`src/shared/ffc_pkg.sv`:
```
// Constants, register map and carrier types of the FFSK checksum and transmit sequencing block
package ffc_pkg;
  // Timing
  localparam int unsigned FFC_CLK_HZ = 40_000_000;
  localparam int unsigned FFC_BAUD = 1200;
  localparam int unsigned FFC_BIT_CYCLES = FFC_CLK_HZ / FFC_BAUD;
  // Register byte addresses
  localparam logic [7:0] FFC_ADDR_CTRL = 8'h00;
  localparam logic [7:0] FFC_ADDR_TXDATA = 8'h04;
  localparam logic [7:0] FFC_ADDR_STATUS = 8'h08;
  localparam logic [7:0] FFC_ADDR_MASK = 8'h0c;
  localparam logic [7:0] FFC_ADDR_RESIDUE = 8'h10;
  localparam logic [7:0] FFC_ADDR_RXDATA = 8'h14;
  // Status and mask bit positions
  localparam int unsigned FFC_ST_TXREQ = 0;
  localparam int unsigned FFC_ST_TXIDLE = 1;
  localparam int unsigned FFC_ST_RXPASS = 2;
  localparam int unsigned FFC_ST_RXDONE = 3;
  localparam int unsigned FFC_ST_W = 4;
  // Checksum geometry
  localparam logic [14:0] FFC_POLY = 15'h6815;
  localparam logic [5:0] FFC_MSG_BITS = 6'h30;
  localparam logic [5:0] FFC_RX_INV_BIT = 6'h3e;
  localparam logic [5:0] FFC_RX_PAR_BIT = 6'h3f;
  localparam logic [4:0] FFC_BYTE_LEN = 5'h08;
  localparam logic [4:0] FFC_CHECK_LEN = 5'h10;
  // Reset values and bus answers
  localparam logic [3:0] FFC_MASK_RESET = 4'h0;
  localparam logic [1:0] FFC_RESP_OKAY = 2'h0;
  localparam logic [1:0] FFC_RESP_SLVERR = 2'h2;

  typedef struct packed {
    logic csum_en;
    logic rx_en;
    logic tx_en;
  } ffc_ctrl_type;

  typedef struct packed {
    logic rx_done;
    logic rx_pass;
    logic tx_idle;
    logic tx_req;
  } ffc_status_type;

  typedef enum logic [3:0] {
    FFC_TX_OFF = 4'b0001,
    FFC_TX_BIAS = 4'b0010,
    FFC_TX_SEND = 4'b0100,
    FFC_TX_HANG = 4'b1000
  } ffc_tx_state_type;
endpackage

```
`src/logic/ffc_checksum_tx.sv`:
```
// FFSK modem checksum generator and checker with transmit sequencing and AXI4-Lite registers
`timescale 1ns/100ps
// Overview of operation
// (RULE1) Transmit divider takes the 48 message bits of 6 bytes by the generator polynomial.
// (RULE2) The 15-bit transmit remainder has its final bit inverted.
// (RULE3) Even parity covers the 48 message bits and the modified remainder.
// (RULE4) Check word is the modified remainder then the parity bit, 16 bits.
// (RULE5) Receive divides the first 63 bits, bit 63 inverted, by the same polynomial.
// (RULE6) Receive tests the 15 remaining divider bits for all zero.
// (RULE7) Receive parity over the first 63 bits is compared with bit 64.
// (RULE8) Check-pass is set only for zero remainder and matching parity.
// (RULE9) Transmit output is released (not driven) while the transmitter is disabled.
// (RULE10) After the hang bit, with transmit still enabled, output sits at bias.
// (RULE11) Buffer-request event is suppressed at the last byte if its flag is already set.
// (RULE12) Transmit-drained event is raised one bit period after the final byte.
// (RULE13) Host keeps checksum insertion low while loading frame word bytes.
// (RULE14) Power-save only when both receive and transmit are disabled.
// (RULE15) With insertion enabled a 2-byte check word follows every 6 message bytes.
// (RULE16) Receive residue: 15 divider bits plus a parity-mismatch bit, readable.
// (RULE17) Bits enter divider and parity MSB first; both restart at each message boundary.
module ffc_checksum_tx
  import ffc_pkg::*;
#(
  parameter int unsigned BIT_CYCLES = ffc_pkg::FFC_BIT_CYCLES
) (
  input wire logic core_clk, // System clock, 40 MHz
  input wire logic nrst, // Asynchronous reset, active low
  input wire logic [7:0] s_axi_awaddr, // Write address
  input wire logic s_axi_awvalid, // Write address valid
  output logic s_axi_awready, // Write address ready
  input wire logic [31:0] s_axi_wdata, // Write data
  input wire logic [3:0] s_axi_wstrb, // Write byte strobes
  input wire logic s_axi_wvalid, // Write data valid
  output logic s_axi_wready, // Write data ready
  output logic [1:0] s_axi_bresp, // Write response
  output logic s_axi_bvalid, // Write response valid
  input wire logic s_axi_bready, // Write response ready
  input wire logic [7:0] s_axi_araddr, // Read address
  input wire logic s_axi_arvalid, // Read address valid
  output logic s_axi_arready, // Read address ready
  output logic [31:0] s_axi_rdata, // Read data
  output logic [1:0] s_axi_rresp, // Read response
  output logic s_axi_rvalid, // Read data valid
  input wire logic s_axi_rready, // Read data ready
  input wire logic rx_bit, // Demodulated receive bit
  input wire logic rx_bit_valid, // One-cycle strobe per received bit
  output logic tx_out, // Transmit bit level
  output logic tx_oe, // Transmit output driven
  output logic tx_bias, // Transmit output held at bias level
  output logic power_save, // Power-save request
  output logic irq // Interrupt, active high
);
  import ffc_pkg::*;

  function automatic logic [14:0] ffc_div_step(input logic [14:0] rem, input logic din);
    logic fb;
    fb = din ^ rem[14];
    ffc_div_step = {rem[13:0], 1'b0} ^ (fb ? FFC_POLY : 15'h0000);
  endfunction

  ////////////////////////////////////////////////////////////////////////////
  // Reset synchroniser
  logic rst_meta;
  logic rst_n;
  always_ff @(posedge core_clk or negedge nrst) begin
    if (!nrst) begin
      rst_meta <= 1'b0;
      rst_n <= 1'b0;
    end else begin
      rst_meta <= 1'b1;
      rst_n <= rst_meta;
    end
  end

  ////////////////////////////////////////////////////////////////////////////
  // Register bus
  ffc_ctrl_type ctrl;
  ffc_status_type status;
  logic [3:0] mask;
  logic [15:0] residue;
  logic [7:0] rx_data;
  logic [7:0] aw_addr;
  logic aw_held;
  logic [31:0] w_data;
  logic [3:0] w_strb;
  logic w_held;
  logic wr_go;
  logic rd_go;
  logic tx_write;
  logic status_read;
  logic [31:0] rd_word;
  logic rd_ok;

  assign wr_go = aw_held && w_held && !s_axi_bvalid;
  assign rd_go = s_axi_arvalid && s_axi_arready;
  assign tx_write = wr_go && aw_addr == FFC_ADDR_TXDATA && w_strb[0];
  assign status_read = rd_go && s_axi_araddr == FFC_ADDR_STATUS;

  always_ff @(posedge core_clk or negedge rst_n) begin
    if (!rst_n) begin
      aw_held <= 1'b0;
      w_held <= 1'b0;
      aw_addr <= 8'h00;
      w_data <= 32'h0000_0000;
      w_strb <= 4'h0;
      s_axi_awready <= 1'b1;
      s_axi_wready <= 1'b1;
      s_axi_bvalid <= 1'b0;
      s_axi_bresp <= FFC_RESP_OKAY;
    end else begin
      if (s_axi_awvalid && s_axi_awready) begin
        aw_held <= 1'b1;
        aw_addr <= s_axi_awaddr;
        s_axi_awready <= 1'b0;
      end
      if (s_axi_wvalid && s_axi_wready) begin
        w_held <= 1'b1;
        w_data <= s_axi_wdata;
        w_strb <= s_axi_wstrb;
        s_axi_wready <= 1'b0;
      end
      if (wr_go) begin
        aw_held <= 1'b0;
        w_held <= 1'b0;
        s_axi_bvalid <= 1'b1;
        s_axi_bresp <= (aw_addr == FFC_ADDR_CTRL || aw_addr == FFC_ADDR_TXDATA || aw_addr == FFC_ADDR_MASK)
          ? FFC_RESP_OKAY : FFC_RESP_SLVERR;
      end
      if (s_axi_bvalid && s_axi_bready) begin
        s_axi_bvalid <= 1'b0;
        s_axi_awready <= 1'b1;
        s_axi_wready <= 1'b1;
      end
    end
  end

  always_ff @(posedge core_clk or negedge rst_n) begin
    if (!rst_n) begin
      ctrl <= '0;
      mask <= FFC_MASK_RESET;
    end else if (wr_go && w_strb[0]) begin
      if (aw_addr == FFC_ADDR_CTRL) begin
        ctrl <= w_data[2:0];
      end
      if (aw_addr == FFC_ADDR_MASK) begin
        mask <= w_data[3:0];
      end
    end
  end

  always_comb begin
    rd_ok = 1'b1;
    rd_word = 32'h0000_0000;
    unique case (s_axi_araddr)
      FFC_ADDR_CTRL: rd_word = {29'h0000_0000, ctrl};
      FFC_ADDR_STATUS: rd_word = {28'h000_0000, status};
      FFC_ADDR_MASK: rd_word = {28'h000_0000, mask};
      FFC_ADDR_RESIDUE: rd_word = {16'h0000, residue};
      FFC_ADDR_RXDATA: rd_word = {24'h00_0000, rx_data};
      FFC_ADDR_TXDATA: rd_word = 32'h0000_0000;
      default: rd_ok = 1'b0;
    endcase
  end

  always_ff @(posedge core_clk or negedge rst_n) begin
    if (!rst_n) begin
      s_axi_arready <= 1'b1;
      s_axi_rvalid <= 1'b0;
      s_axi_rdata <= 32'h0000_0000;
      s_axi_rresp <= FFC_RESP_OKAY;
    end else if (rd_go) begin
      s_axi_arready <= 1'b0;
      s_axi_rvalid <= 1'b1;
      s_axi_rdata <= rd_word;
      s_axi_rresp <= rd_ok ? FFC_RESP_OKAY : FFC_RESP_SLVERR;
    end else if (s_axi_rvalid && s_axi_rready) begin
      s_axi_rvalid <= 1'b0;
      s_axi_arready <= 1'b1;
    end
  end

  ////////////////////////////////////////////////////////////////////////////
  // Transmit sequencing and checksum generation
  ffc_tx_state_type tx_state;
  logic [15:0] bit_cnt;
  logic tick;
  logic [7:0] tx_buf;
  logic tx_buf_full;
  logic tx_buf_csum;
  logic tx_req_flag;
  logic [15:0] tx_sh;
  logic [4:0] tx_left;
  logic tx_cur_csum;
  logic [14:0] tx_rem;
  logic tx_par;
  logic [5:0] tx_msg_bits;
  logic [14:0] next_rem;
  logic [14:0] check_rem;
  logic check_par;
  logic feed;
  logic last_msg_bit;
  logic ev_tx_req;
  logic ev_tx_idle;

  assign tick = bit_cnt == 16'(BIT_CYCLES - 1);
  assign feed = tx_state == FFC_TX_SEND && tick && tx_cur_csum;
  assign next_rem = ffc_div_step(tx_rem, tx_sh[15]); // RULE1 RULE17
  assign check_rem = {next_rem[14:1], ~next_rem[0]}; // RULE2
  assign check_par = tx_par ^ tx_sh[15] ^ (^check_rem); // RULE3
  assign last_msg_bit = feed && tx_msg_bits == FFC_MSG_BITS - 6'h01;

  always_ff @(posedge core_clk or negedge rst_n) begin
    if (!rst_n) begin
      bit_cnt <= 16'h0000;
    end else if (!ctrl.tx_en || tick) begin
      bit_cnt <= 16'h0000;
    end else begin
      bit_cnt <= bit_cnt + 16'h0001;
    end
  end

  // Host buffer; insertion enable is captured with each byte so frame words stay out
  always_ff @(posedge core_clk or negedge rst_n) begin
    if (!rst_n) begin
      tx_buf <= 8'h00;
      tx_buf_full <= 1'b0;
      tx_buf_csum <= 1'b0;
    end else if (!ctrl.tx_en) begin
      tx_buf_full <= 1'b0;
    end else if (tx_write) begin
      tx_buf <= w_data[7:0];
      tx_buf_full <= 1'b1;
      tx_buf_csum <= ctrl.csum_en; // RULE13
    end else if (tick && tx_left == 5'h01 && tx_state == FFC_TX_SEND && !last_msg_bit) begin
      tx_buf_full <= 1'b0;
    end else if (tick && tx_state == FFC_TX_BIAS) begin
      tx_buf_full <= 1'b0;
    end
  end

  always_ff @(posedge core_clk or negedge rst_n) begin
    if (!rst_n) begin
      tx_state <= FFC_TX_OFF;
      tx_sh <= 16'h0000;
      tx_left <= 5'h00;
      tx_cur_csum <= 1'b0;
      tx_req_flag <= 1'b0;
      ev_tx_req <= 1'b0;
      ev_tx_idle <= 1'b0;
    end else begin
      ev_tx_req <= 1'b0;
      ev_tx_idle <= 1'b0;
      if (tx_write) begin
        tx_req_flag <= 1'b0;
      end
      unique case (tx_state)
        FFC_TX_OFF: begin
          if (ctrl.tx_en) begin
            tx_state <= FFC_TX_BIAS;
            tx_req_flag <= 1'b1;
          end
        end
        FFC_TX_BIAS: begin
          if (tick && tx_buf_full) begin
            tx_state <= FFC_TX_SEND;
            tx_sh <= {tx_buf, 8'h00};
            tx_left <= FFC_BYTE_LEN;
            tx_cur_csum <= tx_buf_csum;
            tx_req_flag <= 1'b1;
            ev_tx_req <= 1'b1;
          end
        end
        FFC_TX_SEND: begin
          if (tick) begin
            tx_sh <= {tx_sh[14:0], 1'b0};
            tx_left <= tx_left - 5'h01;
            if (last_msg_bit && tx_left == 5'h01) begin
              tx_sh <= {check_rem, check_par}; // RULE4 RULE15
              tx_left <= FFC_CHECK_LEN;
              tx_cur_csum <= 1'b0;
            end else if (tx_left == 5'h01) begin
              if (tx_buf_full) begin
                tx_sh <= {tx_buf, 8'h00};
                tx_left <= FFC_BYTE_LEN;
                tx_cur_csum <= tx_buf_csum;
                tx_req_flag <= 1'b1;
                ev_tx_req <= 1'b1;
              end else begin
                tx_state <= FFC_TX_HANG;
                ev_tx_req <= !tx_req_flag; // RULE11
                tx_req_flag <= 1'b1;
              end
            end
          end
        end
        FFC_TX_HANG: begin
          if (tick) begin
            tx_state <= FFC_TX_BIAS;
            ev_tx_idle <= 1'b1; // RULE12
          end
        end
        default: tx_state <= FFC_TX_OFF;
      endcase
      if (!ctrl.tx_en) begin
        tx_state <= FFC_TX_OFF;
        tx_req_flag <= 1'b0;
      end
    end
  end

  // Divider and parity restart after each message of 48 counted bits
  always_ff @(posedge core_clk or negedge rst_n) begin
    if (!rst_n) begin
      tx_rem <= 15'h0000;
      tx_par <= 1'b0;
      tx_msg_bits <= 6'h00;
    end else if (!ctrl.tx_en || last_msg_bit) begin
      tx_rem <= 15'h0000; // RULE17
      tx_par <= 1'b0;
      tx_msg_bits <= 6'h00;
    end else if (feed) begin
      tx_rem <= next_rem; // RULE1
      tx_par <= tx_par ^ tx_sh[15]; // RULE3
      tx_msg_bits <= tx_msg_bits + 6'h01;
    end
  end

  always_ff @(posedge core_clk or negedge rst_n) begin
    if (!rst_n) begin
      tx_out <= 1'b1;
      tx_oe <= 1'b0;
      tx_bias <= 1'b0;
    end else begin
      tx_oe <= tx_state != FFC_TX_OFF; // RULE9
      tx_bias <= tx_state == FFC_TX_BIAS; // RULE10
      tx_out <= tx_state == FFC_TX_SEND ? tx_sh[15] : 1'b1;
    end
  end

  ////////////////////////////////////////////////////////////////////////////
  // Receive checker
  logic [5:0] rx_idx;
  logic [14:0] rx_rem;
  logic rx_par;
  logic [7:0] rx_sh;
  logic rx_mid;
  logic rx_perr;
  logic ev_rx_done;
  logic ev_rx_pass;

  assign rx_mid = rx_bit_valid && ctrl.rx_en;
  assign rx_perr = rx_par ^ rx_bit; // RULE7

  always_ff @(posedge core_clk or negedge rst_n) begin
    if (!rst_n) begin
      rx_idx <= 6'h00;
      rx_rem <= 15'h0000;
      rx_par <= 1'b0;
      rx_sh <= 8'h00;
      rx_data <= 8'h00;
      residue <= 16'h0000;
      ev_rx_done <= 1'b0;
      ev_rx_pass <= 1'b0;
    end else begin
      ev_rx_done <= 1'b0;
      ev_rx_pass <= 1'b0;
      if (!ctrl.rx_en) begin
        rx_idx <= 6'h00;
        rx_rem <= 15'h0000;
        rx_par <= 1'b0;
      end else if (rx_mid) begin
        rx_sh <= {rx_sh[6:0], rx_bit};
        if (rx_idx[2:0] == 3'h7) begin
          rx_data <= {rx_sh[6:0], rx_bit};
        end
        rx_idx <= rx_idx + 6'h01;
        if (rx_idx == FFC_RX_PAR_BIT) begin
          residue <= {rx_perr, rx_rem}; // RULE16
          ev_rx_done <= 1'b1;
          ev_rx_pass <= rx_rem == 15'h0000 && !rx_perr; // RULE6 RULE8
          rx_rem <= 15'h0000; // RULE17
          rx_par <= 1'b0;
        end else begin
          rx_rem <= ffc_div_step(rx_rem, rx_idx == FFC_RX_INV_BIT ? ~rx_bit : rx_bit); // RULE5
          rx_par <= rx_par ^ rx_bit; // RULE7
        end
      end
    end
  end

  ////////////////////////////////////////////////////////////////////////////
  // Status, interrupt and power-save
  ffc_status_type st_set;
  assign st_set = {ev_rx_done, ev_rx_pass, ev_tx_idle, ev_tx_req};

  // Set wins over the clear-on-read
  always_ff @(posedge core_clk or negedge rst_n) begin
    if (!rst_n) begin
      status <= '0;
      irq <= 1'b0;
      power_save <= 1'b0;
    end else begin
      status <= (status_read ? ffc_status_type'(4'h0) : status) | st_set;
      irq <= |(status & mask);
      power_save <= !ctrl.tx_en && !ctrl.rx_en && tx_state == FFC_TX_OFF; // RULE14
    end
  end
endmodule

```
`config.mk`:
```
export PLATFORM = sky130hd
export DESIGN_NAME = ffc_checksum_tx
export DESIGN_NICKNAME = d
export VERILOG_FILES = /design/src/shared/ffc_pkg.sv /design/src/logic/ffc_checksum_tx.sv
export SDC_FILE = /design/constraint.sdc
export NUM_CORES = 1
export LEC_CHECK = 0
export BUFFER_PORTS_ARGS = -buffer_cell sky130_fd_sc_hd__clkbuf_2
export CAP_MARGIN = 20
export CORE_ASPECT_RATIO = 0.5
export CORE_MARGIN = 2
export CORE_UTILIZATION = 40
export CTS_BUF_LIST = sky130_fd_sc_hd__clkbuf_16
export CTS_CLUSTER_DIAMETER = 60
export CTS_CLUSTER_SIZE = 8
export DETAILED_ROUTE_END_ITERATION = 8
export GPL_ROUTABILITY_DRIVEN = 0
export SKIP_LAST_GASP = 1
export SYNTH_ARGS = -nofsm -noshare
export SYNTH_HDL_FRONTEND = slang
export SYNTH_SLANG_ARGS = --single-unit
```
`constraint.sdc`:
```
create_clock -name core_clk -period 6.9 [get_ports core_clk]
set_input_delay 1.38 -clock core_clk [delete_from_list [all_inputs] [get_ports core_clk]]
set_output_delay 1.38 -clock core_clk [all_outputs]
set_load 0.1 [all_outputs]
```
### Yosys cells after proc, flatten, opt, wreduce, memory -nomap -nowiden

Index checks and enable logic that the tools add are counted.

* bits in registers: 210
* input bits: 61
* output and inout bits: 46
* word-level logic and storage cells: 241

* $add $sub $neg: 4
* eq/ne operators: 30
* multiplexer cells: 89
* bitwise logic cells: 11
* reduce and logical (&&, ||, !) cells: 57

Operators with widths (count)
* 15-bit 2-to-1 mux: 7
* 16-bit 2-to-1 mux: 6
* 16-bit case mux with 5 select lines: 1
* 1-bit 2-to-1 mux: 50
* 4-bit 2-to-1 mux: 8
* 16-bit case mux with 2 select lines: 1
* 15-bit XOR: 2
* 5-bit 2-to-1 mux: 5
* 8-bit by 4-bit == test with 1-bit output (second input constant): 3
* 1-bit logical AND: 24
* 6-bit 2-to-1 mux: 4
* 3-bit != test (second input constant): 8
* 6-bit == test (second input constant): 3
* 16-bit by 1-bit adder with 16-bit output (second input constant): 1
* 16-bit == test (second input constant): 1
* 8-bit by 3-bit == test with 1-bit output (second input constant): 2
* 8-bit by 5-bit == test with 1-bit output (second input constant): 2
* 8-bit logical NOT: 2
* 4-bit case mux with 4 select lines: 1
* 2-bit nonzero test: 8
* 15-bit logical NOT: 1
* 15-bit parity: 1
* 6-bit by 1-bit adder with 6-bit output (second input constant): 2
* 5-bit case mux with 2 select lines: 1
* 25 further kinds: 47

### Depth between registers and ports, before layout

Gate-level depths: netlist of run 1.

* word-level depth: 10
* depth in mapped cells: 9
* depth with buffers taken out: 7

### Worst setup path after synthesis of run 1

OpenSTA, ideal clock, no wires.

* path type: input to register
* from: input port s_axi_araddr[7]
* to: register status[0] (netlist name)
* library setup time: 0.118 ns
* arrival: 2.998 ns
* required time: 6.782 ns
* setup slack: 3.784 ns
* stages: 4
* path buffers: 0
* path through: or4_4 -> or4b_4 -> or3_4 -> a21o_1

* word-level cells in the longest chain between the ends: 4

RTL lines
* from (decl): RTL line ffc_checksum_tx.sv:38 `input wire logic [7:0] s_axi_araddr,`
* 8-bit by 4-bit == test with 1-bit output: RTL line ffc_checksum_tx.sv:97 `assign status_read = rd_go && s_axi_araddr == FFC_ADDR_STATUS;`
* 1-bit logical AND: RTL line ffc_checksum_tx.sv:97
* 4-bit 2-to-1 mux: RTL line ffc_checksum_tx.sv:403 `status <= (status_read ? ffc_status_type'(4'h0) : status) | st_set;`
* 4-bit OR: RTL line ffc_checksum_tx.sv:403
* to (signal assigned): RTL line ffc_checksum_tx.sv:403
* to (decl): RTL line ffc_checksum_tx.sv:78 `ffc_status_type status;`

Every way passes these cells.
A chain may end at the register's enable or synchronous reset.

### Final worst setup path of run 1

* from: register bit_cnt[12]
* to: register tx_sh[6]

* word-level cells in the longest chain between the ends: 8
* elaborated cells between the ends (all ways): 12
* classes of those cells: eq/ne (3); mux (3); reduce/logical (6)

RTL lines
* from (decl): RTL line ffc_checksum_tx.sv:185 `logic [15:0] bit_cnt;`
* from (signal assigned): RTL line ffc_checksum_tx.sv:218 `bit_cnt <= bit_cnt + 16'h0001;`
* 16-bit == test *: RTL line ffc_checksum_tx.sv:205 `assign tick = bit_cnt == 16'(BIT_CYCLES - 1);`
* 1-bit logical AND (2 in series): RTL line ffc_checksum_tx.sv:206 `assign feed = tx_state == FFC_TX_SEND && tick && tx_cur_csum;`
* 1-bit logical AND: RTL line ffc_checksum_tx.sv:210 `assign last_msg_bit = feed && tx_msg_bits == FFC_MSG_BITS - 6'h01;`
* 1-bit logical AND: RTL line ffc_checksum_tx.sv:277 `if (last_msg_bit && tx_left == 5'h01) begin`
* 16-bit 2-to-1 mux: RTL line ffc_checksum_tx.sv:277
* 16-bit 2-to-1 mux: RTL line ffc_checksum_tx.sv:274 `if (tick) begin`
* 16-bit case mux with 2 select lines: RTL line ffc_checksum_tx.sv:256 `unique case (tx_state)`
* to (signal assigned): RTL line ffc_checksum_tx.sv:275 `tx_sh <= {tx_sh[14:0], 1'b0};`
* to (signal assigned): RTL line ffc_checksum_tx.sv:278 `tx_sh <= {check_rem, check_par};`
* to (signal assigned): RTL line ffc_checksum_tx.sv:283 `tx_sh <= {tx_buf, 8'h00};`
* to (decl): RTL line ffc_checksum_tx.sv:191 `logic [15:0] tx_sh;`

Mark *: on every way between the ends. The rest lies on a longest branch, timed or not. The select of a mux whose other input is x is not followed.

==> run metrics, run 1 <==
Post-DP HPWL=13000 um; Tcrit/Tclk final=45.0%; Async SR Flop Fraction=100%; crit path buf inv count=0; worst slew pin tran=1.09 ns; Synth cell types=64; sequential share of power=46.6%; worst-skew pair later-pin latency=0.44 ns; cell count after synthesis=810; TNS Setup=0 ns; CTS tree=done; CTS Hold Bufs=0; CP cell instances=nor4_1 -> and4_1 -> nand4_1 -> nand3_1 -> o21ai_0; Place WS=3.51 ns; synth top area cells=dfrtp_1 53%, mux2_2 6.6%, nand2_1 5.1%, o21ai_0 3.3%, xnor2_1 2.6%; Sw Share=36.2%; Total GRT Usage=17.2%; CP max FO=21; area fraction of the dominant cell type after synthesis=53.5%; Post-synth EDFFs=0; most frequent cell after synthesis=dfrtp_1; clk_skew=0.0130 ns; Congestion Overflow GR=0; Via density=5.15; min-delay worst type=reg2async; status=finished clean; GRT busiest layer=met2; CP endpoint kind=register; top post-synthesis cells by count=187 x dfrtp_1, 119 x nand2_1, 57 x o21ai_0, 51 x mux2_2, 41 x nor2_1; Slew Limit Fails=0; Max-Cap Viols=0; vias=6080; worst IR drop on VDD=0.000292 V; delay-heaviest family, CP=simple AND/OR/NAND/NOR gates; Critical Path RT=7.20 ns; Avg Cell Area, Syn=10.8 um^2; vias in the first global route=5964; Ports=107; postcts setup bufs=0; area leader, netlist=dfrtp_1; starting DRC count in detailed routing=360; starting density of the core=40.5%; Pwr Density=305 nW/um^2; Setup WS post-layout=3.80 ns; maximum number of pins on one net before global-route repair=81; antenna violations before repair=0; cell chosen for the clock root=clkbuf_16; Yosys warnings=0; Area growth, synth to finish=12.9%; fillers=2048; H-tree depth reported by CTS=4; core area=21600 um^2; CTS resizes=0; fin nets=936; CP max stage cell=and4_1; Num CTS Buffers=17; DR WL/cell=15.8 um; Worst EP arrival=3.40 ns; FP Rows=38; 1st-pass router iterations=4; first-pass GRT wire length=31200 um; Die W=213 um; Worst setup SP type=register; kind of critical path=reg2reg; most common flop cell mapped by yosys=dfrtp_1; GR Util met2=27.6%; slew margin rel.=25.4%; Seq cells post-synth=192; Int Pwr=1.92 mW; Final ANT Viol Nets=0; crit path time final=3.10 ns; Max Clk Rate=322 MHz; Clock Tree Buf Depth=2; sequential share of the synthesized area=55.0%; CTS Sinks=192; Die Area=23200 um^2; Net Switching=1.09 mW; synthesized area=8750 um^2; hold_ws=0.354 ns; IO Port Bufs=61; met3 GRT Util=3.78%; met1 GRT Util=23.7%; Worst path max stage delay=0.79 ns; Worst-path clk slew=0.08 ns; die span in y=109 um; endpoints failing setup=0; total detailed-routing wirelength=18600 um; Hold Fails Final Rpt=0; Clock power frac=31.1%; DRC viols=0; layout cell share with drive strength beyond 1=19.4%; PnR Total Power=3.02 mW; combinational fraction of design power=22.3%; Static Leakage=4.69 nW; RSZ-0062 raised after global routing=no; ant diodes=0
per-stage QoR:
step / instance area (um^2) / std cells / util [%]
2_1_floorplan: 8820 / 827 / -
3_3_place_gp: 9290 / 1146 / 43.1
3_5_place_dp: 9290 / 1146 / 43.1
4_1_cts: 9850 / 1178 / 45.6
5_1_grt: 9880 / 1180 / 45.8
6_report: 9880 / 1180 / 45.8
flip-flops by register name (all words and copies together) (netlist names), 5 cells and up:
signal / cells
tx_buf: 8
tx_left: 5
rx_data: 8
s_axi_rdata: 16
rx_sh: 7
bit_cnt: 16
residue: 16
aw_addr: 8
tx_msg_bits: 6
w_data: 8
tx_rem: 15
tx_sh: 16
rx_idx: 6
rx_rem: 15
metal layers:
| metal | part of all wire [%] | up-vias | routed length (um) |
|---|---|---|---|
| met5 | 0 | - | 0 |
| met4 | 1.2 | 0 | 224 |
| met3 | 2.8 | 15 | 519 |
| met2 | 47 | 87 | 8840 |
| met1 | 49 | 3057 | 9040 |
| li1 | - | 2921 | - |
layout by cell type (no fill, tap or decap), types with 19 or more instances in the layout:
cell type / n
conb_1: 19
clkbuf_2: 61
nand2_1: 119
xor2_1: 22
inv_1: 23
a22o_1: 21
a21oi_1: 31
mux2_2: 51
dfrtp_1: 186
nor2_1: 41
o21ai_0: 57
xnor2_1: 26
cell type report:
class                      count  area, um^2  share of cell area, %
sequential                   192        4810                   48.7
multi-input combinational    564        3670                   37.1
clock buffer                  17         425                   4.31
timing repair buffer          69         385                   3.90
tap                          300         375                   3.80
clock inverter                15         126                   1.28
inverter                      23        86.3                  0.874
path summary, 6_finish.rpt:
kind | start | end | slack [ns] | cells past startpoint
min in group core_clk | rst_meta | rst_n | 0.36 | 0
setup reg to reg | bit_cnt[12] | tx_sh[6] | 3.80 | 5
hold / removal | rst_n | aw_addr[5] | 0.35 | 0
hold reg to reg | rst_n | aw_addr[5] | 0.35 | 0
setup / recovery | bit_cnt[12] | tx_sh[6] | 3.80 | 5
max in group asynchronous | rst_n | rx_rem[6] | 5.32 | 1
power by group through the flow:
stage / registers, mW / logic, mW / clock network (mW)
global route: 1.43 / 0.724 / 1.01
CTS: 1.41 / 0.674 / 0.957
global placement: 1.42 / 0.658 / 0
floorplan: 1.61 / 0.350 / 0
detailed placement: 1.43 / 0.670 / 0
finish: 1.41 / 0.672 / 0.939
worst register-to-register path, stage by stage (launching register included):
cell	delay [ns]
dfrtp_1	0.42
nor4_1	0.57
and4_1	0.79
nand4_1	0.61
nand3_1	0.44
o21ai_0	0.13
cell families (layout without fill, tap and decap cells):
logic type                 Yosys count  in the layout  share of synthesized area, %
AOI/OAI and AO/OA                  167            167                          12.4
xor gates and xnor gates            48             48                          4.80
adders and majority gates            8              8                          1.14
buffers and inverters               71            124                          3.93
DFF                                192            192                          55.0
muxes                               61             61                          7.71
other                                2             19                        0.0858
and+or+nand+nor                    261            261                          15.0
No activity file was read; power rests on OpenSTA's default activity.
==> run 2: changes to the inputs <==
==> constraint.sdc (replaced) <==
create_clock -name core_clk -period 2.99 [get_ports core_clk]
set_input_delay 0.598 -clock core_clk [delete_from_list [all_inputs] [get_ports core_clk]]
set_output_delay 0.598 -clock core_clk [all_outputs]
set_load 0.1 [all_outputs]
==> run 2 against run 1 <==
Non-clock buffer count up 15. Hold slack lost 0.018 ns. Largest power group unchanged. Die area stayed put. Clock skew shrank 0.0048 ns. First-iteration DRC count grew 18%. Utilization grew 0.71 points. Critical path type unchanged. Final cell count increased by 1.3%. Sequential share of layout area decreased by 0.74 points. Count of clock-buffer cells in the layout stayed put.
==> run metrics, run 2 (synthesis results as in run 1) <==
ant diodes=0; Post-DP HPWL=13400 um; CP cell instances=inv_1 -> ha_1 -> or4b_1 -> nor3_2 -> mux2_2 -> a21oi_1 -> o21a_1; fillers=2044; kind of critical path=reg2reg; Via density=5.17; Worst-path clk slew=0.07 ns; Pwr Density=708 nW/um^2; Cells after DPL=1162; H-tree depth reported by CTS=4; Ports=107; endpoints failing setup=0; CTS Sinks=192; Critical R2R Launch=tx_left[1]; FP Rows=38; starting DRC count in detailed routing=425; commonest non-fill, non-tap cell in the layout=dfrtp_1; vias in the first global route=6062; CTS tree=done; total detailed-routing wirelength=18900 um; Total GRT Usage=17.5%; CP max FO=6; Critical Path RT=3.36 ns; layout cell share with drive strength beyond 1=20.4%; TNS Setup=0 ns; CP startpoint=tx_left[1]; CP max stage cell=or4b_1; slew margin rel.=48.7%; Static Leakage=4.78 nW; Post-Layout Cell Count=1195; DRC viols=0; Max Clk Rate=390 MHz; postcts setup bufs=0; Worst setup SP type=register; fin nets=951; cell chosen for the clock root=clkbuf_16; Num CTS Buffers=17; DR WL/cell=15.8 um; Congestion Overflow GR=0; min-delay worst type=reg2async; Tcrit/Tclk final=85.7%; status=finished clean; Die W=213 um; worst slew pin tran=0.766 ns; Slew Limit Fails=0; crit path time final=2.56 ns; first-pass GRT wire length=31500 um; Place WS=0.426 ns; Hold Fails Final Rpt=0; clk_skew=0.00819 ns; Die Area=23200 um^2; Final ANT Viol Nets=0; Setup WS post-layout=0.427 ns; Worst path max stage delay=0.57 ns; Clock Tree Buf Depth=2; Area growth, synth to finish=14.6%; maximum number of pins on one net before global-route repair=55; worst IR drop on VDD=0.000596 V; CP endpoint kind=register; commonest non-fill, non-tap cells in the layout=186 x dfrtp_1, 119 x nand2_1, 61 x clkbuf_2, 57 x o21ai_0, 51 x mux2_2; starting density of the core=40.5%; die span in y=109 um; antenna violations before repair=0; core area=21600 um^2; RSZ-0062 raised after global routing=no; Max-Cap Viols=0; vias=6181; IO Port Bufs=61; 1st-pass router iterations=5; worst-skew pair later-pin latency=0.43 ns; Worst EP arrival=2.94 ns
[run 2: changes by cell type in the layout (fill, tap and decap cells not counted), sizes merged]
cell,previous run,this run
dlygate4sd3,0,1
clkinv,5,7
bufinv,0,2
inv,29,27
buf,8,22
clkinvlp,4,2
[run 2: cell type report]
type	instances	area [um^2]	area share (%)
flip-flops and latches	192	4810	48.0
multi-input cells	564	3670	36.6
repair buffers	84	505	5.04
clock buffers	17	425	4.24
well taps	300	375	3.74
clock inverters	15	159	1.58
inverters	23	86.3	0.860
[run 2: report_power, final]
group	switching (mW)	internal [mW]	total (mW)
sequential	0.304	2.93	3.23
combinational	1.15	0.443	1.59
clock	1.04	1.24	2.28
total	2.49	4.61	7.10
[run 2: final timing paths]
path,endpoint,slack (ns),depth (start not counted)
max in group asynchronous,tx_out,1.87,1
setup / recovery,tx_sh[14],0.43,7
hold reg to reg,aw_addr[0],0.34,0
hold / removal,aw_addr[0],0.34,0
min in group core_clk,s_axi_arready,0.34,2
setup reg to reg,tx_sh[14],0.43,7
[run 2: per-layer routing]
| metal | global-route usage, % | part of all wire (%) | up-vias | wire length, um |
|---|---|---|---|---|
| met3 | 3.72 | 3.1 | 20 | 592 |
| met5 | 0 | 0 | - | 0 |
| met2 | 28.6 | 47 | 104 | 8920 |
| met1 | 23.8 | 48 | 3099 | 9080 |
| met4 | 4.96 | 1.3 | 0 | 254 |
| li1 | - | - | 2958 | - |
[run 2: per-stage QoR]
stage	hold slack [ns]	util (%)	area (um^2)	power [mW]
finish	0.336	46.5	10000	7.10
global route	0.324	46.5	10000	7.44
CTS	0.316	46.5	10000	7.18
detailed placement	0.352	43.7	9440	4.88
global placement	0.339	43.7	9440	4.83
floorplan	0.302	-	8820	4.53
[run 2: worst max-delay path, delay by kind of cell, from the launching register on]
| kind | cells | cell delay [ns] |
|---|---|---|
| compound gates | 2 | 0.32 |
| fa+ha+maj | 1 | 0.17 |
| flops | 1 | 0.40 |
| simple gates | 2 | 1.11 |
| buf+inv | 1 | 0.10 |
| mux | 1 | 0.41 |
[run 2: repair_timing]
| item | in CTS | in global routing |
|---|---|---|
| gates resized for setup | 0 | 0 |
| hold endpoints to repair | 2 | 0 |
| setup endpoints to repair | 0 | 0 |
| hold buffers | 1 | 0 |
==> run 3: changes to the inputs <==
--- a/config.mk
+++ b/config.mk
@@ -10,7 +10,7 @@
 export CORE_ASPECT_RATIO = 0.5
 export CORE_MARGIN = 2
 export CORE_UTILIZATION = 40
-export CTS_BUF_LIST = sky130_fd_sc_hd__clkbuf_16
+export CTS_BUF_LIST = sky130_fd_sc_hd__clkbuf_8 sky130_fd_sc_hd__clkbuf_16
 export CTS_CLUSTER_DIAMETER = 60
 export CTS_CLUSTER_SIZE = 8
 export DETAILED_ROUTE_END_ITERATION = 8
==> run 3 against run 2 <==
Clock skew up 0.0014 ns. Fmax decreased by 0.46%. First-iteration DRC count is 3.8% lower. Power up 0.86%. Hold slack got worse by 0.00099 ns. Cell area rose by 0.20%. Clock power grew 3%. Die area stayed put. Sequential share of layout area is 0.095 points lower. Sequential power about the same. Worst setup slack worse by 0.012 ns. Final cell count unchanged. Largest cell class unchanged.
==> run metrics, run 3 (synthesis results as in run 1) <==
FF-to-FF setup slack=0.42 ns; antenna violations before repair=0; fin nets=951; Hold Fails Final Rpt=0; slew margin rel.=49.2%; FP Rows=38; Tcrit/Tclk final=86.1%; TNS Setup=0 ns; Total GRT Usage=17.5%; Critical R2R Launch=tx_left[1]; Max-Cap Viols=0; min-delay worst type=reg2async; starting DRC count in detailed routing=409; Worst path max stage delay=0.57 ns; cell chosen for the clock root=clkbuf_16; IO Port Bufs=61; Max Clk Rate=388 MHz; 1st-pass router iterations=5; Worst-path clk slew=0.07 ns; status=finished clean; Reg area=4810 um^2; PnR Total Power=7.16 mW; worst IR drop on VDD=0.000596 V; commonest non-fill, non-tap cells in the layout=186 x dfrtp_1, 119 x nand2_1, 61 x clkbuf_2, 57 x o21ai_0, 51 x mux2_2; CP startpoint=tx_left[1]; die span in y=109 um; FF-to-FF End=tx_sh[14]; worst slew pin tran=0.758 ns; DR WL/cell=15.8 um; CTS tree=done; CP max stage cell=or4b_1; worst reg-to-reg path cell count=7; Die Area=23200 um^2; ant diodes=0; Static Leakage=4.79 nW; commonest non-fill, non-tap cell in the layout=dfrtp_1; Slew Limit Fails=0; area of the multi-input gates=3670 um^2; DRC viols=0; Worst setup SP type=register; Area growth, synth to finish=14.9%; crit path time final=2.57 ns; CP endpoint kind=register; Ports=107; worst-skew pair later-pin latency=0.43 ns; Pwr Density=712 nW/um^2; Die W=213 um; Num CTS Buffers=17; fillers=2045; Clock Tree Buf Depth=2; kind of critical path=reg2reg; total detailed-routing wirelength=18800 um; endpoints failing setup=0; postcts setup bufs=0; layout cell share with drive strength beyond 1=20.7%; Post-Layout Cell Count=1195; starting density of the core=40.5%; CP endpoint=tx_sh[14]; CTS Sinks=192; Final ANT Viol Nets=0; core area=21600 um^2; Post-DP HPWL=13400 um; clk_skew=0.00956 ns; Worst EP arrival=2.95 ns; CP cell instances=inv_1 -> ha_1 -> or4b_1 -> nor3_2 -> mux2_2 -> a21oi_1 -> o21a_1; vias in the first global route=6066; maximum number of pins on one net before global-route repair=55; Congestion Overflow GR=0; Via density=5.16; vias=6171; first-pass GRT wire length=31500 um; H-tree depth reported by CTS=4; CP max FO=6; Critical Path RT=3.37 ns; Cells after DPL=1162; RSZ-0062 raised after global routing=no
[run 3: cell type report]
cell class                      instances  share of cell area (%)
Tap cell                              300                    3.73
Clock inverter                         13                    1.51
Inverter                               23                   0.859
Clock buffer                           19                    4.51
Sequential cell                       192                    47.9
Timing Repair Buffer                   84                    5.03
Multi-Input combinational cell        564                    36.5
[run 3: through the flow]
| stage | setup WS [ns] | area, um^2 | util, % | hold slack, ns |
|---|---|---|---|---|
| after floorplan | 0.656 | 8820 | - | 0.302 |
| after global placement | 0.441 | 9440 | 43.7 | 0.339 |
| after detailed placement | 0.426 | 9440 | 43.7 | 0.352 |
| after CTS | 0.434 | 10100 | 46.6 | 0.315 |
| after global routing | 0.257 | 10100 | 46.6 | 0.325 |
| final | 0.416 | 10100 | 46.6 | 0.335 |
[run 3: how the worst min path moves through the flow]
stage | from | to | slack [ns] | depth (start not counted)
global placement | rst_meta | rst_n | 0.34 | 0
global route | s_axi_arvalid | s_axi_arready | 0.33 | 2
finish | rst_n | aw_addr[0] | 0.34 | 0
CTS | s_axi_arvalid | s_axi_arready | 0.32 | 2
detailed placement | rst_meta | rst_n | 0.35 | 0
floorplan | nrst | rst_meta | 0.30 | 0
[run 3: worst max-delay path, delay by kind of cell, from the launching register on]
family	cells	cell delay (ns)
AOI/OAI and AO/OA	2	0.32
adders and majority gates	1	0.18
buffers and inverters	1	0.10
DFF	1	0.40
muxes	1	0.41
and+or+nand+nor	2	1.11
[run 3: what timing repair did]
action,in CTS,in global routing
gates resized for setup,0,0
hold buffers,1,0
hold endpoints to repair,2,0
[run 3: power breakdown]
part           internal [mW]  total (mW)  switching (mW)
Sequential              2.93        3.23           0.304
Combinational          0.443        1.59            1.15
Clock                   1.29        2.34            1.05
Total                   4.66        7.16            2.50
[run 3: metal layers]
metal  global-route usage [%]  vias up  share of wire (%)
li1                         -     2958                  -
met3                     3.46       23                3.0
met1                     23.8     3103                 49
met4                     5.41        0                1.4
met5                        0        -                  0
met2                     28.6       87                 47
